### config.mk
export PLATFORM = sky130hd
export DESIGN_NAME = mem_arbiter
export DESIGN_NICKNAME = d
export VERILOG_FILES = /design/src/verilog/arb_pkg.sv /design/src/verilog/mem_arbiter.sv /design/src/verilog/sys_master_arb.sv /design/src/verilog/urgency_cmp.sv
export SDC_FILE = /design/constraint.sdc
export NUM_CORES = 1
export LEC_CHECK = 0
export BUFFER_PORTS_ARGS = -buffer_cell sky130_fd_sc_hd__clkbuf_2
export CORE_MARGIN = 2
export CORE_UTILIZATION = 25
export DETAILED_ROUTE_END_ITERATION = 8
export PLACE_DENSITY_LB_ADDON = 0.2
export SLEW_MARGIN = 10
export SYNTH_ARGS = -nofsm -noshare
export SYNTH_HDL_FRONTEND = slang
export SYNTH_HIERARCHICAL = 1
export SYNTH_SLANG_ARGS = --single-unit
### constraint.sdc
create_clock -name pclk -period 8.9 [get_ports pclk]
set_input_delay 0.89 -clock pclk [delete_from_list [all_inputs] [get_ports pclk]]
set_output_delay 0.89 -clock pclk [all_outputs]
set_load 0.1 [all_outputs]
### src/verilog/arb_pkg.sv
// Constants shared by the memory arbiter and its testbench.
// Assumes a 32-bit APB slave with byte addresses on paddr[7:0].
package arb_pkg;

    // -----------------------------------------------------------------
    // Register offsets
    // -----------------------------------------------------------------
    localparam logic [7:0] OFS_CTRL    = 8'h00;
    localparam logic [7:0] OFS_WIN     = 8'h04;
    localparam logic [7:0] OFS_NEAR    = 8'h08;
    localparam logic [7:0] OFS_LWM_N   = 8'h0C;
    localparam logic [7:0] OFS_LWM_A   = 8'h10;
    localparam logic [7:0] OFS_BURST   = 8'h14;
    localparam logic [7:0] OFS_STATUS  = 8'h18;

    // -----------------------------------------------------------------
    // Field positions
    // -----------------------------------------------------------------
    localparam int F_WIN_EN   = 0;
    localparam int F_LO       = 0;   // Low field of a pair
    localparam int F_HI8      = 8;   // Upper byte field
    localparam int F_HI12     = 16;  // Upper 12-bit field
    localparam int F_ST_MODE  = 8;
    localparam int F_ST_DURG  = 10;
    localparam int F_ST_VURG  = 11;
    localparam int F_ST_BUSY  = 12;

    // -----------------------------------------------------------------
    // Values after reset
    // -----------------------------------------------------------------
    localparam logic [31:0] RST_CTRL  = 32'h0000_0000;
    localparam logic [31:0] RST_WIN   = 32'h0000_0000;
    localparam logic [31:0] RST_NEAR  = 32'h0000_0040;
    localparam logic [31:0] RST_LWM_N = 32'h0000_0010;
    localparam logic [31:0] RST_LWM_A = 32'h0000_2020;
    localparam logic [31:0] RST_BURST = 32'h0000_0808;

    // -----------------------------------------------------------------
    // Agent positions in the grant vector
    // -----------------------------------------------------------------
    localparam int AG_CPU  = 0;
    localparam int AG_PCI  = 1;
    localparam int AG_ISA  = 2;
    localparam int AG_GFX  = 3;
    localparam int AG_DISP = 4;
    localparam int AG_VOUT = 5;
    localparam int AG_VIN  = 6;
    localparam int AG_REF  = 7;

    typedef enum logic [1:0] {
        MODE_FAR  = 2'b00,
        MODE_NEAR = 2'b01,
        MODE_IN   = 2'b10
    } mode_t;

    typedef enum logic {
        ST_IDLE = 1'b0,
        ST_BUSY = 1'b1
    } arb_st_t;

endpackage : arb_pkg

### src/verilog/mem_arbiter.sv
// Dynamic shared-memory arbiter with APB register access.
// Assumes requesters, FIFO levels and scan position are on pclk.
//
// Added by the designer: the register offsets and register access over APB.
`timescale 1ns/1ps
module mem_arbiter
    import arb_pkg::*;
(
    input  wire logic        pclk,
    input  wire logic        presetn,
    input  wire logic        psel,
    input  wire logic        penable,
    input  wire logic        pwrite,
    input  wire logic [7:0]  paddr,
    input  wire logic [31:0] pwdata,
    output logic [31:0]      prdata,
    output logic             pready,
    output logic             pslverr,
    input  wire logic        cpu_req,
    input  wire logic        pci_req,
    input  wire logic        isa_req,
    input  wire logic        gfx_req,
    input  wire logic        disp_req,
    input  wire logic        vout_req,
    input  wire logic        vin_req,
    input  wire logic        ref_req,
    input  wire logic [7:0]  disp_level,
    input  wire logic [7:0]  vid_level,
    input  wire logic [11:0] scan_x,
    input  wire logic        cas_boundary,
    input  wire logic        seq_end,
    input  wire logic        svc_done,
    output logic [7:0]       gnt
);

    // -----------------------------------------------------------------
    // Declarations
    // -----------------------------------------------------------------
    logic        win_en_q;
    logic [11:0] win_x_q;
    logic [11:0] win_w_q;
    logic [11:0] near_q;
    logic [7:0]  dlwm_n_q;
    logic [7:0]  dlwm_a_q;
    logic [7:0]  vlwm_a_q;
    logic [7:0]  dburst_q;
    logic [7:0]  vburst_q;
    logic [31:0] prdata_q;
    logic        pready_q;
    logic        pslverr_q;
    logic [7:0]  gnt_q;
    logic [7:0]  gnt_d;
    logic [7:0]  cnt_q;
    arb_st_t     st_q;
    mode_t       mode;
    logic        alt;
    logic [12:0] win_end;
    logic [12:0] near_pos;
    logic        in_win;
    logic [11:0] rem;
    logic [11:0] span;
    logic [7:0]  dmark;
    logic        durg_raw;
    logic        vurg_raw;
    logic        disp_urg;
    logic        vid_urg;
    logic [2:0]  sys_sel;
    logic [2:0]  sys_live;
    logic        sys_any;
    logic        sys_hold;
    logic        win_v;
    logic        preempt;
    logic        release_now;
    logic        access;
    logic        addr_hit;
    logic [31:0] rd_mux;

    assign prdata  = prdata_q;
    assign pready  = pready_q;
    assign pslverr = pslverr_q;
    assign gnt     = gnt_q;

    // -----------------------------------------------------------------
    // Scan position against the video window
    // -----------------------------------------------------------------
    // Window modes decide which marks rule urgency
    assign win_end  = {1'b0, win_x_q} + {1'b0, win_w_q};
    assign near_pos = {1'b0, scan_x} + {1'b0, near_q};
    assign in_win   = win_en_q && (scan_x >= win_x_q)
                      && ({1'b0, scan_x} < win_end);
    always_comb begin
        if (in_win) begin
            mode = MODE_IN;
        end else if (win_en_q && scan_x < win_x_q
                     && near_pos >= {1'b0, win_x_q}) begin
            mode = MODE_NEAR;
        end else begin
            mode = MODE_FAR;
        end
    end
    assign alt = (mode != MODE_FAR);

    // Remaining window share scales the marks down to 1/span at the last window pixel
    assign rem   = in_win ? 12'(win_end - {1'b0, scan_x}) : 12'h001;
    assign span  = in_win ? win_w_q : 12'h001;
    assign dmark = alt ? dlwm_a_q : dlwm_n_q;

    // -----------------------------------------------------------------
    // Helpers: urgency compares and system master choice
    // -----------------------------------------------------------------
    urgency_cmp #(.LW(8), .XW(12)) u_disp_urg (
        .clk      (pclk),
        .rst_n    (presetn),
        .level    (disp_level),
        .mark     (dmark),
        .rem      (rem),
        .span     (span),
        .urgent_q (durg_raw)
    );

    urgency_cmp #(.LW(8), .XW(12)) u_vid_urg (
        .clk      (pclk),
        .rst_n    (presetn),
        .level    (vid_level),
        .mark     (vlwm_a_q),
        .rem      (rem),
        .span     (span),
        .urgent_q (vurg_raw)
    );

    sys_master_arb u_sys_arb (
        .clk   (pclk),
        .rst_n (presetn),
        .req   ({isa_req, pci_req, cpu_req}),
        .hold  (sys_hold),
        .sel_q (sys_sel)
    );

    assign disp_urg = durg_raw && disp_req;
    assign vid_urg  = vurg_raw && vout_req && alt;
    // Held choice counts only while its master still asks; a served
    // master's stale choice would otherwise be granted again
    assign sys_live = sys_sel & {isa_req, pci_req, cpu_req};
    assign sys_any  = |sys_live;

    // -----------------------------------------------------------------
    // Winner selection
    // -----------------------------------------------------------------
    // Fixed order; window modes only add urgent video near the top
    always_comb begin
        gnt_d = 8'h00;
        win_v = 1'b1;
        if (disp_urg) begin
            gnt_d[AG_DISP] = 1'b1;
        end else if (vid_urg) begin
            gnt_d[AG_VOUT] = 1'b1;
        end else if (sys_any) begin
            gnt_d[AG_ISA:AG_CPU] = sys_live;
        end else if (gfx_req) begin
            gnt_d[AG_GFX] = 1'b1;
        end else if (vin_req) begin
            gnt_d[AG_VIN] = 1'b1;
        end else if (vout_req) begin
            gnt_d[AG_VOUT] = 1'b1;
        end else if (disp_req) begin
            gnt_d[AG_DISP] = 1'b1;
        end else if (ref_req) begin
            gnt_d[AG_REF] = 1'b1;
        end else begin
            win_v = 1'b0;
        end
    end

    assign sys_hold = (|gnt_q[AG_ISA:AG_CPU])
                      || (st_q == ST_IDLE && |gnt_d[AG_ISA:AG_CPU]);

    // Service cut short by a stronger requester, or graphics by any display request at sequence end
    always_comb begin
        preempt = 1'b0;
        if (gnt_q[AG_GFX]) begin
            preempt = (sys_any && cas_boundary)
                      || (disp_req && seq_end);
        end else if (gnt_q[AG_DISP]) begin
            preempt = vid_urg && (cnt_q >= dburst_q);
        end else if (gnt_q[AG_VOUT]) begin
            preempt = alt && disp_urg && (cnt_q >= vburst_q);
        end
    end
    assign release_now = svc_done || preempt;

    // -----------------------------------------------------------------
    // Grant state
    // -----------------------------------------------------------------
    // One grant, kept until done or cut; one idle cycle between
    always_ff @(posedge pclk or negedge presetn) begin
        if (!presetn) begin
            st_q  <= ST_IDLE;
            gnt_q <= 8'h00;
        end else begin
            unique case (st_q)
                ST_IDLE: begin
                    if (win_v) begin
                        gnt_q <= gnt_d;
                        st_q  <= ST_BUSY;
                    end
                end
                ST_BUSY: begin
                    if (release_now) begin
                        gnt_q <= 8'h00;
                        st_q  <= ST_IDLE;
                    end
                end
            endcase
        end
    end

    // Service length, saturating
    always_ff @(posedge pclk or negedge presetn) begin
        if (!presetn) begin
            cnt_q <= 8'h00;
        end else if (st_q == ST_IDLE) begin
            cnt_q <= 8'h00;
        end else if (cnt_q != 8'hFF) begin
            cnt_q <= cnt_q + 8'h01;
        end
    end

    // -----------------------------------------------------------------
    // APB slave: one wait state, error on unmapped offsets
    // -----------------------------------------------------------------
    assign access   = psel && penable && pready_q;
    assign addr_hit = (paddr <= OFS_STATUS) && (paddr[1:0] == 2'b00);

    always_comb begin
        rd_mux = 32'h0000_0000;
        unique case (paddr)
            OFS_CTRL:   rd_mux[F_WIN_EN] = win_en_q;
            OFS_WIN:    rd_mux = {4'h0, win_w_q, 4'h0, win_x_q};
            OFS_NEAR:   rd_mux[11:0] = near_q;
            OFS_LWM_N:  rd_mux[7:0] = dlwm_n_q;
            OFS_LWM_A:  rd_mux[15:0] = {vlwm_a_q, dlwm_a_q};
            OFS_BURST:  rd_mux[15:0] = {vburst_q, dburst_q};
            OFS_STATUS: begin
                rd_mux[7:0] = gnt_q;
                rd_mux[F_ST_MODE+1:F_ST_MODE] = mode;
                rd_mux[F_ST_DURG] = disp_urg;
                rd_mux[F_ST_VURG] = vid_urg;
                rd_mux[F_ST_BUSY] = st_q;
            end
            default:    rd_mux = 32'h0000_0000;
        endcase
    end

    // Answer in the second access cycle
    always_ff @(posedge pclk or negedge presetn) begin
        if (!presetn) begin
            pready_q  <= 1'b0;
            prdata_q  <= 32'h0000_0000;
            pslverr_q <= 1'b0;
        end else begin
            pready_q  <= psel && penable && !pready_q;
            pslverr_q <= psel && penable && !pready_q && !addr_hit;
            if (psel && penable && !pready_q) begin
                prdata_q <= pwrite ? 32'h0000_0000 : rd_mux;
            end
        end
    end

    // Configuration writes land at the completing edge
    always_ff @(posedge pclk or negedge presetn) begin
        if (!presetn) begin
            win_en_q <= RST_CTRL[F_WIN_EN];
            win_x_q  <= RST_WIN[F_LO+:12];
            win_w_q  <= RST_WIN[F_HI12+:12];
            near_q   <= RST_NEAR[F_LO+:12];
            dlwm_n_q <= RST_LWM_N[F_LO+:8];
            dlwm_a_q <= RST_LWM_A[F_LO+:8];
            vlwm_a_q <= RST_LWM_A[F_HI8+:8];
            dburst_q <= RST_BURST[F_LO+:8];
            vburst_q <= RST_BURST[F_HI8+:8];
        end else if (access && pwrite) begin
            unique case (paddr)
                OFS_CTRL:  win_en_q <= pwdata[F_WIN_EN];
                OFS_WIN: begin
                    win_x_q <= pwdata[F_LO+:12];
                    win_w_q <= pwdata[F_HI12+:12];
                end
                OFS_NEAR:  near_q <= pwdata[F_LO+:12];
                OFS_LWM_N: dlwm_n_q <= pwdata[F_LO+:8];
                OFS_LWM_A: begin
                    dlwm_a_q <= pwdata[F_LO+:8];
                    vlwm_a_q <= pwdata[F_HI8+:8];
                end
                OFS_BURST: begin
                    dburst_q <= pwdata[F_LO+:8];
                    vburst_q <= pwdata[F_HI8+:8];
                end
                default: ;
            endcase
        end
    end
endmodule : mem_arbiter

### src/verilog/sys_master_arb.sv
// Round-robin choice of one system master among CPU, PCI and ISA.
// Assumes requests are held until granted; hold freezes the choice.
`timescale 1ns/1ps
module sys_master_arb (
    input  wire logic       clk,
    input  wire logic       rst_n,
    input  wire logic [2:0] req,
    input  wire logic       hold,
    output logic [2:0]      sel_q
);

    logic [1:0] last_q;
    logic [2:0] pick;
    int         k;

    // Nearest requester after the last one served wins
    always_comb begin
        pick = '0;
        k = 0;
        for (int i = 3; i >= 1; i--) begin
            k = (int'(last_q) + i) % 3;
            if (req[k]) begin
                pick = '0;
                pick[k] = 1'b1;
            end
        end
    end

    // Choice tracks requests until the memory side holds it
    always_ff @(posedge clk or negedge rst_n) begin
        if (!rst_n) begin
            sel_q  <= 3'h0;
            last_q <= 2'h0;
        end else if (!hold) begin
            sel_q <= pick;
        end else begin
            last_q <= sel_q[2] ? 2'd2 : (sel_q[1] ? 2'd1 : 2'd0);
        end
    end

endmodule : sys_master_arb

### src/verilog/urgency_cmp.sv
// Urgency test of one FIFO against a linearly falling low water mark.
// Assumes level, mark and scan figures come from the pclk domain.
`timescale 1ns/1ps
module urgency_cmp #(
    parameter int LW = 8,
    parameter int XW = 12
) (
    input  wire logic          clk,
    input  wire logic          rst_n,
    input  wire logic [LW-1:0] level,
    input  wire logic [LW-1:0] mark,
    input  wire logic [XW-1:0] rem,
    input  wire logic [XW-1:0] span,
    output logic               urgent_q
);

    logic [LW+XW-1:0] lhs;
    logic [LW+XW-1:0] rhs;

    // level < mark * rem / span, without a divider
    assign lhs = level * span;
    assign rhs = mark * rem;

    always_ff @(posedge clk or negedge rst_n) begin
        if (!rst_n) begin
            urgent_q <= 1'b0;
        end else begin
            urgent_q <= lhs < rhs;
        end
    end

endmodule : urgency_cmp
==> results list, run 1 <==
- The flow ran to the end, but the final reports show violations.
- Violated checks: setup timing
- CTS tree: done
- The via count of the first global-routing pass is 20237.
- Once detail routing completed, the nets flagged for antenna violations numbered 0.
- Entering global routing, the biggest net connects 74 pins.
* Area overhead of the layout relative to synthesis: 25.9%
* Cell types with the largest area share after synthesis: sky130_fd_sc_hd__fa_1, sky130_fd_sc_hd__ha_1, sky130_fd_sc_hd__dfrtp_1, sky130_fd_sc_hd__and2_1, sky130_fd_sc_hd__inv_1
- Slew of the pin with the lowest slew margin: 1010 ps
- Synthesis produced a netlist whose cell count is 2463.
- Routability-driven placement finished with a final weighted congestion of 0.839.
* Number of library cell types mapped by synthesis: 102
* Area fraction of the dominant cell type after synthesis: 0.217
- Based on the critical path, the design can be clocked at up to 111 MHz.
- The multi-input combinational cells in the finished layout cover a total of 0.0183 mm^2.
* Total leakage power: 14.3 nW
* Worst Hold Class: input port to async pin
* Most used cell along the critical path: sky130_fd_sc_hd__fa_1
- Category of the most critical setup path: register to register
- The most critical setup path has its endpoint at u_disp_urg/urgent_q.
- For this run, design rule violations remaining after detail routing come to 0.
- The filler cells instantiated in the layout total 9391.
- After synthesis the cells add up to 0.0225 mm^2.
- Clock latency of the later-clocked register in the worst-skew pair: 450 ps
- Total area of sequential cells: 0.00329 mm^2
- Depth of the CTS H-tree: 4
- For this run, the post-layout net count is 3456.
- In this run the tightest slew margin relative to its limit is 0.324.
- Number of iterations in the first detailed-routing pass: 5
* Cts hold-fix bufs: 0
- For the worst flop-to-flop path, the logic depth is 39.
* Minimum clock period: 9040 ps
* Number of failing setup endpoints in the final timing report: 2
- The average instance in the mapped netlist occupies 9.12 um^2.
- The clock net in this run drives a total of 131 sinks.
* Post-synth top area cell: sky130_fd_sc_hd__fa_1
- Clock Skew: 16.3 ps
- The worst-case IR drop observed on VDD is 0.000158 V.
- In the post-route analysis, the smallest setup slack over all paths is -144 ps.
- The share of the Yosys chip area taken by registers is 0.146.
- Number of endpoints with negative hold slack in the final report: 0
- Core box area: 0.0886 mm^2
- After clock tree synthesis, the clock-pin slew on the worst setup and hold paths is 70 ps.
* Maximum clock path buffer count: 2
- For this block, the initial DRC count from the detailed router was 856.
- Startpoint types: register
- During I/O placement, the number of pins put on the boundary was 126.
- Reg-to-Reg End: u_disp_urg/urgent_q
* Die Height: 304 um
- Number of pins with negative max-slew slack in the final report: 0
* Required time of the worst setup path: 9210 ps
- Summing over every cut layer, the via total after detailed routing is 18455.
- Max-cap violations in this run came to 0.
- The initial antenna violation count is 3.
* Source of the critical timing path: win_x_q[0]
- Horizontal extent of the die: 304 um
- For this run, the leading register cell type out of synthesis is sky130_fd_sc_hd__dfrtp_1.
* Critical-path cell with the highest stage delay: sky130_fd_sc_hd__fa_1
- For this run, the total global-route usage over all layers was measured as 0.155.
* WL final: 70400 um
- In the finished design, the share of the clock period the worst path needs comes to 1.02.
- The design draws 1.77 mW.
* Data arrival at the endpoint of the critical path: 9360 ps
- In this run the worst path has a maximum fanout of 8.
- The HPWL after detailed placement is 57200 um.
* Ratio of cells with drive above 1 in the final layout: 0.254
* Number of clock buffers inserted by TritonCTS: 17
- Fraction of registers with async set or reset after synthesis: 1.00
- For this configuration, the core starts out at a cell density of 0.253.
- The root buffer cell chosen for the clock tree is sky130_fd_sc_hd__clkbuf_16.
- Dividing the detail-routed wire length by the instance count gives 17.5 um.
- The first global-routing pass estimated 114000 um of wire.
- Die area: 0.0922 mm^2
- Setup repair after global routing could not meet its margin everywhere.
- # rows: 109
* Kind of capture point of the worst setup path: register
- Delay contributed by the slowest stage of the critical path: 530 ps
- For this run the aggregate overflow at the end of global routing stands at 0.
- In this run, synthesis produced a sequential element count of 131.
* Via-to-Cell Ratio: 4.59
- IO buf count: 117
- Yosys printed 6 warnings.
* EDFF count, synth: 0
- Hold is met by 465 ps.
* Power per cell area: 62.8 mW/mm^2
- Reg2reg setup slack: -140 ps
- The startpoint identified for the worst register-to-register timing path is win_x_q[0].
-- worst min-delay path by stage --
stage                             startpoint            endpoint  slack [ps]  cells past startpoint
after global routing                 presetn  u_sys_arb/sel_q[1]         510                      1
after floorplan           u_sys_arb/sel_q[0]  u_sys_arb/sel_q[0]         480                      2
after global placement             prdata[0]           prdata[0]         470                      1
after CTS                            presetn  u_sys_arb/sel_q[1]         480                      1
after detailed placement           prdata[0]           prdata[0]         470                      1
final                                presetn  u_sys_arb/sel_q[1]         460                      1
-- where the power goes --
group / switching [mW] / leakage (nW) / internal, mW / total, mW
registers: 0.0389 / 1.79 / 0.619 / 0.658
clock network: 0.311 / 0.279 / 0.393 / 0.705
logic: 0.255 / 12.2 / 0.156 / 0.411
-- critical path: cells and delay by family, from the launching register on --
family,cells,cell delay [ps]
AOI/OAI and AO/OA,14,2520
xor gates and xnor gates,2,240
adders and majority gates,9,3460
buffers and inverters,5,530
DFF,1,390
muxes,1,310
and+or+nand+nor,8,1420
-- synth_stat cells, drive strengths merged (11+ instances only) --
master,number
a211oi,15
a21o,26
a21oi,128
a22o,20
a22oi,12
a31oi,14
and2,334
and3,20
buf,25
clkbuf,51
dfrtp,125
fa,243
ha,290
inv,393
mux2,92
mux2i,13
nand2,144
nand3,29
nand4,14
nor2,74
nor2b,21
nor3,23
o211ai,18
o21a,14
o21ai,91
o21bai,13
o31ai,11
xnor2,55
xor2,34
-- per-layer routing --
layer / up-vias / wire length [um] / share of wire / GRT usage
li1: 8905 / - / - / -
met1: 9216 / 33000 / 0.47 / 0.205
met2: 278 / 34500 / 0.49 / 0.273
met3: 52 / 1670 / 0.024 / 0.0129
met4: 4 / 1120 / 0.016 / 0.0351
met5: - / 30 / 0.00043 / 0
-- through the flow --
stage	instance area (um^2)	setup slack (ps)	TNS [ps]	util	std cells
2_1_floorplan	22600	17.5	0	-	2466
3_3_place_gp	26400	-657	-1260	0.298	3942
3_5_place_dp	26400	-756	-1460	0.298	3942
4_1_cts	28000	-95.6	-187	0.316	4010
5_1_grt	28300	-579	-1150	0.319	4017
6_report	28300	-144	-203	0.319	4018
-- cells by family (layout without fill, tap and decap cells) --
logic type                 count (synthesis)  count (layout)  share of synthesized area
other                                      1               5                   0.000167
adders and majority gates                533             533                      0.378
xor gates and xnor gates                  89              89                     0.0347
AOI/OAI and AO/OA                        428             429                      0.129
DFF                                      131             131                      0.146
buffers and inverters                    469             853                     0.0817
muxes                                    105             106                     0.0536
and+or+nand+nor                          707             707                      0.176
-- what timing repair did --
item | 4_1_cts | 5_1_grt
setup buffers | 37 | 6
gates resized for setup | 133 | 33
setup endpoints to repair | 2 | 2
pin swaps | 86 | 41
gates cloned | 1 | 1
-- area by class of cell --
| type | count | area share |
|---|---|---|
| Antenna cell | 1 | 0.0000885 |
| Timing Repair Buffer | 428 | 0.114 |
| Inverter | 393 | 0.0522 |
| Tap cell | 1165 | 0.0516 |
| Clock inverter | 14 | 0.00500 |
| Sequential cell | 131 | 0.116 |
| Multi-Input combinational cell | 1868 | 0.646 |
| Clock buffer | 18 | 0.0152 |
-- state kept, by name, indices dropped and copies added, names as in the netlist --
register	cells
u_vid_urg/urgent_q	1
near_q	12
st_q	1
u_sys_arb/last_q	2
prdata	28
win_en_q	1
pslverr	1
dburst_q	8
vlwm_a_q	8
u_disp_urg/urgent_q	1
cnt_q	8
dlwm_n_q	8
win_w_q	12
u_sys_arb/sel_q	3
vburst_q	8
pready	1
gnt	8
dlwm_a_q	8
win_x_q	12
-- placed cells by master, fill, tap and decap left out, types with 18 or more instances in the layout --
cell and count:
sky130_fd_sc_hd__nand3_1 28, sky130_fd_sc_hd__o21ai_0 61, sky130_fd_sc_hd__a21o_1 24, sky130_fd_sc_hd__dfrtp_1 125
sky130_fd_sc_hd__a22o_1 20, sky130_fd_sc_hd__and2_1 325, sky130_fd_sc_hd__ha_4 24, sky130_fd_sc_hd__buf_4 275
sky130_fd_sc_hd__nand2_1 139, sky130_fd_sc_hd__mux2_2 74, sky130_fd_sc_hd__inv_1 390, sky130_fd_sc_hd__buf_6 18
sky130_fd_sc_hd__a21oi_1 104, sky130_fd_sc_hd__a21oi_2 21, sky130_fd_sc_hd__nor2_1 70, sky130_fd_sc_hd__nor2b_1 20
sky130_fd_sc_hd__buf_12 18, sky130_fd_sc_hd__fa_1 237, sky130_fd_sc_hd__clkbuf_2 116, sky130_fd_sc_hd__ha_1 263
sky130_fd_sc_hd__xor2_1 32, sky130_fd_sc_hd__xnor2_1 52
Note: power is estimated with default switching activity, not from simulation.
==> run 2, diff against run 1 <==
--- a/config.mk
+++ b/config.mk
@@ -8,8 +8,9 @@
 export BUFFER_PORTS_ARGS = -buffer_cell sky130_fd_sc_hd__clkbuf_2
 export CORE_MARGIN = 2
 export CORE_UTILIZATION = 25
+export CTS_BUF_LIST = sky130_fd_sc_hd__clkbuf_4 sky130_fd_sc_hd__clkbuf_8
 export DETAILED_ROUTE_END_ITERATION = 8
-export PLACE_DENSITY_LB_ADDON = 0.2
+export PLACE_DENSITY_LB_ADDON = 0.25
 export SLEW_MARGIN = 10
 export SYNTH_ARGS = -nofsm -noshare
 export SYNTH_HDL_FRONTEND = slang
==> run 2 against run 1 <==
Register-to-register slack is essentially flat; combinational power rose by 1%; the flow still finishes with violations (setup timing); via count is 1.5% lower; core utilization fell by 0.18 points.
==> results list, run 2 (same netlist as run 1, synthesis figures left out) <==
- The most frequent cell on the critical path is sky130_fd_sc_hd__fa_1 (unchanged).
- Area overhead of the layout relative to synthesis: 25.2% (was 25.9%)
- Met1 demand-to-capacity share in global routing: 0.200 (was 0.205)
- The peak ir drop on the vdd network is 0.0000947 V (was 0.000158 V).
- Violated checks: setup timing (unchanged).
* Core box area: 0.0886 mm^2 (unchanged)
- Number of violations of the max-capacitance limit: 0 (unchanged)
- Number of failing setup endpoints in the final timing report: 2 (unchanged)
- Clock root cell: sky130_fd_sc_hd__clkbuf_8 (was sky130_fd_sc_hd__clkbuf_16)
- Switching share of power: 0.349 (was 0.341)
* Tcrit/Tclk final: 1.02 (about the same)
- Required time of the worst setup path: 9260 ps (was 9210 ps)
- The aggregate global routing overflow came to 0 (unchanged).
- The placer congestion estimate is 0.844 (was 0.839).
- The share of post-route cells with drive strength above 1 is 0.258 (was 0.254).
* Delay contributed by the slowest stage of the critical path: 510 ps (was 530 ps)
- Clock Sink Count: 131 (unchanged)
- The number of buffers added to fix hold violations after cts came to 0 (unchanged).
- Achievable Freq: 110 MHz (was 111 MHz)
- The least setup slack across all paths after layout was -156 ps (was -144 ps).
- The clock latency on the worst-skew pair came to 490 ps (was 450 ps).
* Horizontal extent of the die: 304 um (unchanged)
* Depth of the CTS H-tree: 4 (unchanged)
* Cell family contributing the most delay on the critical path: adder cells (unchanged)
* Cell count along the critical path: 36 (was 39)
- The power density normalized to cell area came to 56.8 mW/mm^2 (was 62.8 mW/mm^2).
- Part of the total power dissipated in the clock network: 0.328 (was 0.397)
- Slew of the pin with the lowest slew margin: 1050 ps (was 1010 ps)
- Setup repair after global routing missed its margin: yes (unchanged)
* Net switching power figure: 0.557 mW (was 0.605 mW)
* Final layout net count: 3478 (was 3456)
- The top-level I/O count came to 126 (unchanged).
* Maximum clock path buffer count: 2 (unchanged)
* CP max FO: 8 (unchanged)
- Via count: 18184 (was 18455)
- Busiest layer in global routing: met2 (unchanged)
- First-pass GRT wire length: 108000 um (was 114000 um)
- Outcome: complete, but fails checks (unchanged).
- WL final: 67700 um (was 70400 um)
- Number of iterations in the first detailed-routing pass: 5 (unchanged)
* Number of nets still failing antenna checks after routing: 0 (unchanged)
* Smallest hold slack: 408 ps (was 465 ps)
- Worst Hold Class: input port to async pin (unchanged)
- The part of the power in registers was 0.412 (was 0.371).
- The met2 usage in global routing was 0.247 (was 0.273).
* Total leakage power: 14.3 nW (about the same)
- The hold violation count in the final report came to 0 (unchanged).
- Critical-path cell with the highest stage delay: sky130_fd_sc_hd__fa_1 (unchanged)
- The number of flip-flops in the largest register is 28 (unchanged).
- Die area: 0.0922 mm^2 (unchanged)
- The DRC violation total after the first TritonRoute iteration was 872 (was 856).
* Post-route DRC violation count: 0 (unchanged)
- Startpoint types: register (unchanged)
* Minimum clock period: 9060 ps (was 9040 ps)
* Power consumption: 1.60 mW (was 1.77 mW)
- The worst reg2reg path depth came to 36 (was 39).
* Clock Skew: 19.0 ps (was 16.3 ps)
- The starting utilization of the core area is 0.253 (unchanged).
- WP buf/inv: 4 (was 5)
- Most used cells in the layout excluding fill and tap cells: sky130_fd_sc_hd__inv_1, sky130_fd_sc_hd__and2_1, sky130_fd_sc_hd__buf_4, sky130_fd_sc_hd__ha_1, sky130_fd_sc_hd__fa_1 (unchanged).
- The total clock buffers created by CTS is 17 (unchanged).
* Final HPWL DP: 55000 um (was 57200 um)
- The initial antenna violation count was 5 (was 3).
- The combinational fraction of design power was 0.260 (was 0.232).
- Non-Filler Instances: 4041 (was 4018)
- CTS tree: done (unchanged)
- The post-place setup slack came to -728 ps (was -756 ps).
* Maximum number of pins on one net before global-route repair: 80 (was 74)
- Per-cell routed wire length: 16.7 um (was 17.5 um)
- Vias in the first global route: 19390 (was 20237)
- The final max-slew violation count came to 0 (unchanged).
- Die Height: 304 um (unchanged)
- The core occupancy in the finished layout was 0.317 (was 0.319).
* IO buf count: 117 (unchanged)
* Data arrival at the endpoint of the critical path: 9420 ps (was 9360 ps)
- Clock transition at the registers of the reported paths: 90 ps (was 70 ps)
- Kind of capture point of the worst setup path: register (unchanged)
- Int Power: 1.04 mW (was 1.17 mW)
- The overall global routing resource usage was 0.147 (was 0.155).
* Number of placed instances, taps included: 3976 (was 3942)
- # rows: 109 (unchanged)
- Met3 Resource Use GR: 0.0153 (was 0.0129)
- The classification of the worst setup path was register to register (unchanged).
* Most frequent standard cell in the layout excluding fill and tap cells: sky130_fd_sc_hd__inv_1 (unchanged)
* Via-to-Cell Ratio: 4.50 (was 4.59)
- The worst-case headroom to the max-slew limit is 0.298 (was 0.324).
## run 2: worst paths after layout
path	slack, ps	start	endpoint
max	-160	win_x_q[0]	u_disp_urg/urgent_q
min	410	presetn	u_sys_arb/sel_q[1]
max reg2reg	-160	win_x_q[0]	u_disp_urg/urgent_q
min reg2reg	500	prdata[14]	prdata[14]
max in group asynchronous	7190	presetn	win_w_q[3]
min in group pclk	500	prdata[14]	prdata[14]
## run 2: worst reg2reg max path, delay by kind of cell (launching register included)
| family | cells | cell delay (ps) |
|---|---|---|
| fa+ha+maj | 9 | 3490 |
| compound gates | 13 | 2860 |
| simple gates | 7 | 1200 |
| buf+inv | 4 | 420 |
| flops | 1 | 400 |
| mux | 1 | 330 |
| xor+xnor | 2 | 230 |
## run 2: through the flow
| stage | cell area (um^2) | setup TNS (ps) |
|---|---|---|
| detailed placement | 26700 | -1360 |
| global route | 28100 | -1080 |
| floorplan | 22600 | 0 |
| CTS | 27400 | -372 |
| global placement | 26700 | -1190 |
| finish | 28100 | -244 |
## run 2: cell type report
class | count | area, um^2
multi-input combinational | 1868 | 18100
sequential | 131 | 3290
antenna | 3 | 7.51
clock buffer | 19 | 262
fill | 9414 | 60500
clock inverter | 12 | 129
inverter | 393 | 1480
timing repair buffer | 450 | 3350
tap | 1165 | 1460
## run 2: layer usage
| layer | vias up | part of all wire |
|---|---|---|
| met4 | 4 | 0.024 |
| met3 | 83 | 0.029 |
| met2 | 304 | 0.47 |
| li1 | 8951 | - |
| met5 | - | 0.00038 |
| met1 | 8842 | 0.48 |
## run 2: timing repair
| action | CTS | global route |
|---|---|---|
| buffers inserted | 7 | 19 |
| resized for setup | 53 | 102 |
| setup endpoints to repair | 2 | 2 |
| pin swaps | 30 | 107 |
| gates cloned | 2 | 3 |
## run 2: power by group through the flow
stage	Combinational, mW	Sequential [mW]	Clock (mW)
after floorplan	0.242	0.685	0
after global placement	0.403	0.670	0
after detailed placement	0.404	0.670	0
after CTS	0.410	0.658	0.540
after global routing	0.462	0.663	0.565
final	0.415	0.659	0.524
